==> src/devcap_pkg.sv <==
/*
  Package for the device capabilities register block: offsets, field
  positions, reset values, port type codes and power limit scale codes.
  Assumes a 32-bit APB register bus with one aligned word per register.
*/
package devcap_pkg;

  // ------------------------------------------------------------
  // register map
  // ------------------------------------------------------------
  localparam logic [11:0] devcap_offset = 12'h044;
  localparam logic [11:0] lock_ctrl_offset = 12'h100;

  // ------------------------------------------------------------
  // field positions
  // ------------------------------------------------------------
  localparam int mps_lsb = 0;
  localparam int mps_msb = 2;
  localparam int pfs_lsb = 3;
  localparam int pfs_msb = 4;
  localparam int extended_tag_support_bit = 5;
  localparam int l0s_lsb = 6;
  localparam int l0s_msb = 8;
  localparam int l1_lsb = 9;
  localparam int l1_msb = 11;
  localparam int abp_bit = 12;
  localparam int aip_bit = 13;
  localparam int pip_bit = 14;
  localparam int rber_bit = 15;
  localparam int plv_lsb = 18;
  localparam int plv_msb = 25;
  localparam int pls_lsb = 26;
  localparam int pls_msb = 27;

  // ------------------------------------------------------------
  // reset and fixed values
  // ------------------------------------------------------------
  localparam logic [2:0] mps_reset = 3'h4;
  localparam logic extended_tag_support_reset = 1'h1;
  localparam logic rber_value = 1'h1;
  localparam logic [7:0] plv_reset = 8'h00;
  localparam logic [1:0] pls_reset = 2'h0;
  localparam logic lock_reset = 1'h0;

  // ------------------------------------------------------------
  // port type codes and scale encodings
  // ------------------------------------------------------------
  localparam logic [3:0] port_type_upstream = 4'h5;
  localparam logic [3:0] port_type_downstream = 4'h6;

  typedef enum logic [1:0] {
    scale_1p0 = 2'b00,
    scale_0p1 = 2'b01,
    scale_0p01 = 2'b10,
    scale_0p001 = 2'b11
  } power_scale_e;

endpackage

==> src/devcap_power_capture.sv <==
/*
  Captures slot power limit value and scale from a received power
  limit message. Assumes msg_valid is a one-cycle pulse synchronous
  to sys_clk with its data valid in the same cycle.
*/
`timescale 1ns/1ps
`default_nettype none
module devcap_power_capture (
  // clock and reset
  input wire logic sys_clk,
  input wire logic rst_n,
  input wire logic clk_en,
  // port role
  input wire logic [3:0] port_type,
  // message
  input wire logic msg_valid,
  input wire logic [7:0] msg_value,
  input wire logic [1:0] msg_scale,
  // captured fields
  output logic [7:0] captured_power_limit_value,
  output logic [1:0] captured_power_limit_scale
);

  logic is_upstream;

  assign is_upstream = (port_type == devcap_pkg::port_type_upstream);

  // ------------------------------------------------------------
  // capture
  // ------------------------------------------------------------
  // a downstream port clears on every cycle with clk_en high so a role change cannot leave stale data
  always_ff @(posedge sys_clk) begin
    if (!rst_n) begin
      captured_power_limit_value <= devcap_pkg::plv_reset;
      captured_power_limit_scale <= devcap_pkg::pls_reset;
    end else if (clk_en) begin
      if (!is_upstream) begin
        captured_power_limit_value <= devcap_pkg::plv_reset;
        captured_power_limit_scale <= devcap_pkg::pls_reset;
      end else if (msg_valid) begin
        captured_power_limit_value <= msg_value;
        captured_power_limit_scale <= msg_scale;
      end
    end
  end

  // ------------------------------------------------------------
  // checks
  // ------------------------------------------------------------
  a_downstream_zero: assert property (@(posedge sys_clk) disable iff (!rst_n)
    (clk_en && port_type != 4'h5) |=> (captured_power_limit_value == 8'h00
    && captured_power_limit_scale == 2'h0))
    else $error("downstream port holds nonzero power limit");

  a_value_capture: assert property (@(posedge sys_clk) disable iff (!rst_n)
    (clk_en && port_type == 4'h5 && msg_valid)
    |=> (captured_power_limit_value == $past(msg_value)))
    else $error("power limit value not captured");

  a_scale_capture: assert property (@(posedge sys_clk) disable iff (!rst_n)
    (clk_en && port_type == 4'h5 && msg_valid)
    |=> (captured_power_limit_scale == $past(msg_scale)))
    else $error("power limit scale not captured");

  a_upstream_code: assert property (@(posedge sys_clk) disable iff (!rst_n)
    (clk_en && port_type == 4'h5 && !msg_valid)
    |=> ($stable(captured_power_limit_value) && $stable(captured_power_limit_scale)))
    else $error("upstream power limit changed without a message");

endmodule
`default_nettype wire

==> src/devcap_regs.sv <==
/*
  Device capabilities register for one switch port, reached over APB.
  Assumes an APB master on sys_clk, a synchronous active-low reset and
  a message decoder that pulses msg_valid for each power limit message.
*/
`timescale 1ns/1ps
`default_nettype none
module devcap_regs (
  // clock and reset
  input wire logic sys_clk,
  input wire logic rst_n,
  input wire logic clk_en,
  // apb slave
  input wire logic psel,
  input wire logic penable,
  input wire logic pwrite,
  input wire logic [11:0] paddr,
  input wire logic [31:0] pwdata,
  input wire logic [3:0] pstrb,
  output logic [31:0] prdata,
  output logic pready,
  output logic pslverr,
  // port role
  input wire logic [3:0] port_type,
  // power limit message
  input wire logic msg_valid,
  input wire logic [7:0] msg_value,
  input wire logic [1:0] msg_scale,
  // field view
  output logic [31:0] device_capabilities
);

  logic [2:0] max_payload_supported;
  logic extended_tag_support;
  logic write_lock;
  logic [7:0] captured_power_limit_value;
  logic [1:0] captured_power_limit_scale;
  logic access;
  logic wr_en;
  logic unmapped;

  // ------------------------------------------------------------
  // decode
  // ------------------------------------------------------------
  function automatic logic hit(input logic [11:0] a, input logic [11:0] off);
    hit = (a[11:2] == off[11:2]);
  endfunction

  assign access = psel && penable && clk_en;
  assign wr_en = access && pwrite;
  assign unmapped = !hit(paddr, devcap_pkg::devcap_offset)
    && !hit(paddr, devcap_pkg::lock_ctrl_offset);
  // zero wait states; held off while the clock enable is low
  assign pready = clk_en;
  assign pslverr = psel && penable && unmapped;

  // ------------------------------------------------------------
  // register image
  // ------------------------------------------------------------
  always_comb begin
    device_capabilities = 32'h0000_0000;
    device_capabilities[devcap_pkg::mps_msb:devcap_pkg::mps_lsb] = max_payload_supported;
    device_capabilities[devcap_pkg::extended_tag_support_bit] = extended_tag_support;
    device_capabilities[devcap_pkg::rber_bit] = devcap_pkg::rber_value;
    device_capabilities[devcap_pkg::plv_msb:devcap_pkg::plv_lsb] =
      captured_power_limit_value;
    device_capabilities[devcap_pkg::pls_msb:devcap_pkg::pls_lsb] =
      captured_power_limit_scale;
  end

  // ------------------------------------------------------------
  // lockable fields
  // ------------------------------------------------------------
  // once locked, the payload size and extended tag fields stay until reset
  always_ff @(posedge sys_clk) begin
    if (!rst_n) begin
      write_lock <= devcap_pkg::lock_reset;
    end else if (wr_en && hit(paddr, devcap_pkg::lock_ctrl_offset) && pstrb[0]) begin
      write_lock <= write_lock | pwdata[0];
    end
  end

  always_ff @(posedge sys_clk) begin
    if (!rst_n) begin
      max_payload_supported <= devcap_pkg::mps_reset;
      extended_tag_support <= devcap_pkg::extended_tag_support_reset;
    end else if (wr_en && hit(paddr, devcap_pkg::devcap_offset) && !write_lock
                 && pstrb[0]) begin
      max_payload_supported <= pwdata[devcap_pkg::mps_msb:devcap_pkg::mps_lsb];
      extended_tag_support <= pwdata[devcap_pkg::extended_tag_support_bit];
    end
  end

  // ------------------------------------------------------------
  // read data
  // ------------------------------------------------------------
  always_ff @(posedge sys_clk) begin
    if (!rst_n) begin
      prdata <= 32'h0000_0000;
    end else if (clk_en && psel && !penable && !pwrite) begin
      if (hit(paddr, devcap_pkg::devcap_offset)) begin
        prdata <= device_capabilities;
      end else if (hit(paddr, devcap_pkg::lock_ctrl_offset)) begin
        prdata <= {31'h0, write_lock};
      end else begin
        prdata <= 32'h0000_0000;
      end
    end
  end

  // ------------------------------------------------------------
  // power limit capture
  // ------------------------------------------------------------
  devcap_power_capture u_capture (
    .sys_clk(sys_clk),
    .rst_n(rst_n),
    .clk_en(clk_en),
    .port_type(port_type),
    .msg_valid(msg_valid),
    .msg_value(msg_value),
    .msg_scale(msg_scale),
    .captured_power_limit_value(captured_power_limit_value),
    .captured_power_limit_scale(captured_power_limit_scale)
  );

  // ------------------------------------------------------------
  // checks
  // ------------------------------------------------------------
  a_fixed_zero_bits: assert property (@(posedge sys_clk) disable iff (!rst_n)
    (device_capabilities[14:6] == 9'h000 && device_capabilities[4:3] == 2'h0))
    else $error("hardwired zero fields not zero");

  a_reserved_zero: assert property (@(posedge sys_clk) disable iff (!rst_n)
    (device_capabilities[17:16] == 2'h0 && device_capabilities[31:28] == 4'h0))
    else $error("reserved bits not zero");

  a_role_error_set: assert property (@(posedge sys_clk) disable iff (!rst_n)
    device_capabilities[15])
    else $error("role based error bit clear");

  a_payload_reset: assert property (@(posedge sys_clk)
    !rst_n |=> (device_capabilities[2:0] == 3'h4 && device_capabilities[5]))
    else $error("payload or tag reset value wrong");

  a_locked_hold: assert property (@(posedge sys_clk) disable iff (!rst_n)
    write_lock |=> $stable(device_capabilities[5:0]))
    else $error("locked field changed");

  a_payload_write: assert property (@(posedge sys_clk) disable iff (!rst_n)
    (wr_en && hit(paddr, devcap_pkg::devcap_offset) && !write_lock && pstrb[0])
    |=> (device_capabilities[2:0] == $past(pwdata[2:0])
    && device_capabilities[5] == $past(pwdata[5])))
    else $error("payload write not taken");

  a_latency_zero: assert property (@(posedge sys_clk) disable iff (!rst_n)
    wr_en |=> (device_capabilities[11:6] == 6'h00))
    else $error("latency field took a write");

  a_indicators_zero: assert property (@(posedge sys_clk) disable iff (!rst_n)
    wr_en |=> (device_capabilities[14:12] == 3'h0))
    else $error("indicator presence bits set");

  a_no_write_hold: assert property (@(posedge sys_clk) disable iff (!rst_n)
    !(wr_en && hit(paddr, devcap_pkg::devcap_offset))
    |=> $stable(device_capabilities[5:0]))
    else $error("writable field changed without a write");

  a_strobe_gate: assert property (@(posedge sys_clk) disable iff (!rst_n)
    (wr_en && !pstrb[0])
    |=> $stable(device_capabilities[5:0]))
    else $error("write without low byte strobe changed a field");

  a_lock_sticky: assert property (@(posedge sys_clk) disable iff (!rst_n)
    write_lock
    |=> write_lock)
    else $error("write lock released without reset");

  // ------------------------------------------------------------
  // bus and capture checks
  // ------------------------------------------------------------
  // the clock enable must hold every field, captured ones included
  a_freeze_all: assert property (@(posedge sys_clk) disable iff (!rst_n)
    !clk_en
    |=> $stable(device_capabilities))
    else $error("register image changed while clock enable low");

  a_read_image: assert property (@(posedge sys_clk) disable iff (!rst_n)
    (clk_en && psel && !penable && !pwrite && hit(paddr, devcap_pkg::devcap_offset))
    |=> (prdata == $past(device_capabilities)))
    else $error("read data differs from register image");

  a_read_lock: assert property (@(posedge sys_clk) disable iff (!rst_n)
    (clk_en && psel && !penable && !pwrite && hit(paddr, devcap_pkg::lock_ctrl_offset))
    |=> (prdata == {31'h0, $past(write_lock)}))
    else $error("lock read data wrong");

  a_unmapped_read: assert property (@(posedge sys_clk) disable iff (!rst_n)
    (clk_en && psel && !penable && !pwrite && unmapped)
    |=> (prdata == 32'h0000_0000))
    else $error("unmapped read returned nonzero data");

  a_upstream_view: assert property (@(posedge sys_clk) disable iff (!rst_n)
    (clk_en && port_type == 4'h5 && msg_valid)
    |=> (device_capabilities[25:18] == $past(msg_value)
    && device_capabilities[27:26] == $past(msg_scale)))
    else $error("power limit message not visible in register");

  a_downstream_view: assert property (@(posedge sys_clk) disable iff (!rst_n)
    (clk_en && port_type != 4'h5)
    |=> (device_capabilities[27:18] == 10'h000))
    else $error("downstream register shows a power limit");

endmodule
`default_nettype wire

==> config.mk <==
export PLATFORM = sky130hd
export DESIGN_NAME = devcap_regs
export DESIGN_NICKNAME = d
export VERILOG_FILES = /design/src/devcap_pkg.sv /design/src/devcap_power_capture.sv /design/src/devcap_regs.sv
export SDC_FILE = /design/constraint.sdc
export NUM_CORES = 1
export LEC_CHECK = 0
export BUFFER_PORTS_ARGS = -buffer_cell sky130_fd_sc_hd__buf_4
export CORE_ASPECT_RATIO = 2
export CORE_UTILIZATION = 33
export CTS_BUF_LIST = sky130_fd_sc_hd__clkbuf_16
export DETAILED_ROUTE_END_ITERATION = 8
export PLACE_DENSITY = 0.76
export SYNTH_ARGS = -nofsm -noshare
export SYNTH_HDL_FRONTEND = slang
export SYNTH_SLANG_ARGS = --single-unit
==> constraint.sdc <==
create_clock -name sys_clk -period 1.4 [get_ports sys_clk]
set_input_delay 0.07 -clock sys_clk [delete_from_list [all_inputs] [get_ports sys_clk]]
set_output_delay 0.07 -clock sys_clk [all_outputs]
set_load 0.05 [all_outputs]
-- Word-level counts from Yosys, hierarchy flattened
Index checks and enable logic that the tools add are counted.
- flip-flop bits (word level): 47
- logic and storage cells: 36
- input bits: 69
- output and inout port bits: 66
- mux-type cells: 6
- reductions and logical operators: 19
- bitwise gates (word level): 1
- eq/ne operators: 4
- operators with widths (operator ; number):
    28-bit two-way mux ; 1
    8-bit two-way mux ; 2
    1-bit logical AND ; 13
    10-bit by 5-bit == test with 1-bit output, second input constant ; 1
    10-bit by 7-bit == test with 1-bit output, second input constant ; 1
    1-bit zero test ; 5
    4-bit by 3-bit == test with 1-bit output, second input constant ; 1
    2-bit two-way mux ; 2
    2-bit != test, second input constant ; 1
    2-bit AND reduction ; 1
    1-bit two-way mux ; 1
    1-bit OR ; 1

-- Longest topological paths before layout
- depth in word-level cells: 6
- mapped depth: 6

-- Modules after synthesis
A second synthesis with hierarchy kept.
- cell total of the unflattened synthesis: 187
- area total of the unflattened synthesis: 1609.0 um^2
- modules (own cells, without submodules) (module ; area an instance (um^2) ; cells an instance ; instances):
    devcap_regs ; 1093.5 ; 129 ; 1
    devcap_power_capture ; 515.5 ; 58 ; 1

-- Worst setup path after synthesis
No wires, ideal clock.
- path kind: register to register
- start: register max_payload_supported[0]
- end: register prdata[0]
- path buffers: 0
- arrival time: 1.368 ns
- data required time: 1.330 ns
- stages on the path, launching flop included: 5
- setup slack: -0.037 ns
- cells stage by stage: dfxtp_1 -> inv_1 -> o2bb2a_1 -> or3_1 -> a21oi_1
- word-level cells in the longest chain between the ends: 1
- ends and longest elaborated chain (element ; RTL line ; RTL):
    start, declared ; devcap_regs.sv:33 ; logic [2:0] max_payload_supported;
    start signal, assigned ; devcap_regs.sv:85 ; max_payload_supported <= devcap_pkg::mps_reset;
    start signal, assigned ; devcap_regs.sv:89 ; max_payload_supported <= pwdata[devcap_pkg::mps_msb:devcap_pkg::mps_lsb];
    28-bit two-way mux ; devcap_regs.sv:101 ; if (hit(paddr, devcap_pkg::devcap_offset)) begin
    end signal, assigned ; devcap_regs.sv:102 ; prdata <= device_capabilities;
    end signal, assigned ; devcap_regs.sv:104 ; prdata <= {31'h0, write_lock};
    end, declared ; devcap_regs.sv:20 ; output logic [31:0] prdata,
No other way between the ends.
A chain may end at the register's enable or synchronous reset.

-- Worst setup path after layout
- start: input port paddr[10]
- end: output port pslverr
- word-level cells in the longest chain between the ends: 4
- elaborated cells between the ends (all ways): 6
- those cells by class: eq/ne (2); reduce/logical (4)
- ends and longest elaborated chain (element ; RTL line ; RTL):
    start, declared ; devcap_regs.sv:17 ; input wire logic [11:0] paddr,
    10-bit by 5-bit == test with 1-bit output or 10-bit by 7-bit == test with 1-bit output (tied branches) ; devcap_regs.sv:46 ; hit = (a[11:2] == off[11:2]);
    1-bit zero test, on equally long branches ; devcap_regs.sv:51, devcap_regs.sv:52 ;
    1-bit logical AND (*) ; devcap_regs.sv:52 ; && !hit(paddr, devcap_pkg::lock_ctrl_offset);
    1-bit logical AND (*) ; devcap_regs.sv:55 ; assign pslverr = psel && penable && unmapped;
    end, declared ; devcap_regs.sv:22 ; output logic pslverr,
Mark *: on every way between the ends. The rest lies on a longest branch, timed or not.

==> results.py <==
metrics = {
    "logic_synthesis": {
        "synth-edff-count": 0,
        "synth_common_cells": "38 x buf_4, 30 x dfxtp_1, 27 x nor2_1, 23 x a22oi_1, 6 x a21oi_1",
        "netlist_instances": 162,
        "synth-seq-cells": 30,
        "yosys.area.top_type": "dfxtp_1",
        "synth_flop_cell": "dfxtp_1",
        "ys_top_cells_by_area": "dfxtp_1 41%, buf_4 20%, a22oi_1 12%, nor2_1 7.0%, a21oi_1 2.1%",
        "ys_async_sr_fraction_pct": 0,
        "yosysMostFrequentCell": "buf_4",
        "ys_types": 30,
        "synth_area_per_cell_um2": 9.00,
        "ys_seq_area_share_pct": 41.2,
        "mappedNetlistArea_um2": 1460,
        "ys_warn_count": 0,
        "synthDominantCellAreaShare_pct": 41.2,
    },
    "power_and_ir_drop": {
        "ir_drop_v": 0.000671,
        "power.density_nw_per_um2": 1080,
        "p_total_mw": 2.17,
        "power.leakage_nw": 0.914,
    },
    "route": {
        "vias_per_cell": 4.63,
        "firstDrtPassIters": 4,
        "drt_iter0_drc": 26,
        "ant_nets": 0,
        "drt_wl_total_mm": 3.24,
        "drc": 0,
        "wl_per_cell_um": 11.5,
        "vias": 1305,
    },
    "sta": {
        "relSlewSlack_pct": 54.6,
        "setup_viol": 0,
        "worst_pin_slew_ns": 0.679,
        "finClkSkew_ns": 0.00271,
        "hold_ws_ns": 0.0115,
        "slew_violations": 0,
        "final_hold_viol_count": 0,
        "min_period_ns": 1.25,
        "fin_crit_sh_pct": 89.1,
        "setup-tns-final_ns": 0,
        "fmax_ghz": 0.802,
        "rsz0062_at_grt": "false",
    },
    "clocking": {
        "cts-resized-gates": 0,
        "htreeDepth": 2,
        "clock_latency_ns": 0.27,
        "path_clk_slew_ns": 0.05,
        "clockRootBuffer": "clkbuf_16",
        "cts_buffers": 5,
        "clock-sinks": 30,
        "cts_setup_buffers": 0,
        "cts_hold_buf": 0,
        "cts_buffer_depth": 2,
        "cts_tree": "yes",
    },
    "critical_path": {
        "crit_end": "pslverr",
        "path_class": "input port to output pin",
        "r2r_end": "prdata[0]",
        "slowest_delay_ns": 0.42,
        "path_delay_family": "simple AND/OR/NAND/NOR gates",
        "reg2reg_depth": 4,
        "r2r-start": "max_payload_supported[0]",
        "critPathMaxFanout": 3,
        "critPathRequiredTime_ns": 1.33,
        "critPathArrivalTime_ns": 1.18,
        "cp_common_cell": "buf_4",
        "crit_buf_inv": 2,
        "startpoint": "paddr[10]",
        "worst-path-stages": 5,
        "rrSetupSlack_ns": 0.24,
        "critPathLaunchType": "input port",
        "critPathSlowestCell": "nor4_1",
        "end_kind": "output pin",
        "path_cells": "buf_4 > nor4_1 > nand2_1 > o211a_1 > buf_4",
    },
    "die": {
        "fp-row-count": 33,
        "dieWidth_um": 49.0,
        "initial_utilization_pct": 35.0,
        "die_h_um": 96.0,
        "design.die.area_um2": 4700,
        "pin_count": 135,
        "core_area_um2": 4170,
    },
    "placement": {
        "hpwl_mm": 2.54,
        "place_congestion": 0.750,
        "io_buffers": 66,
    },
    "finish": {
        "drive_gt1_share_pct": 35.2,
        "area_delta_synth_final_pct": 37.0,
        "antennaDiodeCount": 0,
        "fill_cells": 430,
        "nNetsFinal": 300,
    },
    "worst_hold_path": {
        "whs_path_depth": 2,
        "hp-class": "input port to flop",
    },
    "grt": {
        "grt-ovfl-total": 0,
        "grt_start_max_net_pins": 29,
        "grt_pass1_vias": 1209,
        "grt_pass1_wl_mm": 5.24,
        "antenna_found_initial": 0,
        "grt_use_total_pct": 14.7,
    },
    "flow_run": {
        "max_cap_viol_count": 0,
    },
    "outcome": {
        "outcome": "complete, no violations",
    },
}
area by class of cell:
class | count | area, um2 | area share [%]
repair buffers | 71 | 546 | 27.3
inverters | 2 | 7.51 | 0.376
multi-input cells | 121 | 648 | 32.5
clock inverters | 1 | 3.75 | 0.188
well taps | 52 | 65.1 | 3.26
clock buffers | 5 | 125 | 6.27
flip-flops and latches | 30 | 602 | 30.1
placed cells by master, fill, tap and decap left out, types with 2 or more instances in the layout:
| cell type | n |
|---|---|
| dfxtp_1 | 29 |
| a21oi_1 | 6 |
| nor3_1 | 3 |
| a22oi_1 | 23 |
| o21ai_0 | 4 |
| and4_1 | 2 |
| conb_1 | 35 |
| clkbuf_16 | 5 |
| nand3_1 | 2 |
| nand2_1 | 3 |
| or3_1 | 2 |
| nor2_1 | 27 |
| nand4bb_1 | 2 |
| buf_4 | 70 |
stage by stage:
| step | std cells | util [%] | setup slack, ns | instance area, um2 |
|---|---|---|---|---|
| floorplan | 195 | - | 0.0385 | 1580 |
| global placement | 276 | 44.8 | -0.0471 | 1870 |
| detailed placement | 276 | 44.8 | -0.0916 | 1870 |
| CTS | 282 | 47.9 | 0.141 | 2000 |
| global route | 282 | 47.9 | 0.0461 | 2000 |
| finish | 282 | 47.9 | 0.153 | 2000 |
registers in the layout, indices dropped and copies added, names as in the netlist:
name and flops:
u_capture.captured_power_limit_value 8, extended_tag_support 1, u_capture.captured_power_limit_scale 2, max_payload_supported 3
write_lock 1, prdata 15
where the power goes:
part	internal [mW]	switching [mW]	total, mW	leakage [nW]
clock network	0.627	0.318	0.945	0.0632
registers	0.858	0.00103	0.859	0.242
logic	0.0847	0.277	0.362	0.609
total	1.57	0.596	2.17	0.914
cell families (layout without fill, tap and decap cells):
kind of cell / Yosys count / count (layout) / share of synthesized area (%)
DFF: 30 / 30 / 41.2
and+or+nand+nor: 49 / 49 / 18.0
buffers and inverters: 44 / 79 / 22.8
AOI/OAI and AO/OA: 37 / 37 / 17.4
other: 2 / 35 / 0.515
layer usage:
layer	global-route usage (%)	share of wire [%]	vias to the layer above
li1	-	-	630
met1	12.4	33	595
met2	29.9	57	73
met3	3.48	7.4	7
met4	8.82	2.4	0
met5	0	0	-
worst min path at each step:
stage,startpoint,to,slack (ns)
after CTS,rst_n,extended_tag_support,0.007
final,rst_n,extended_tag_support,0.01
after global routing,rst_n,extended_tag_support,0.01
after global placement,rst_n,max_payload_supported[2],0.28
after detailed placement,rst_n,extended_tag_support,0.29
after floorplan,rst_n,extended_tag_support,0.15
(Power assumes the default switching activity.)
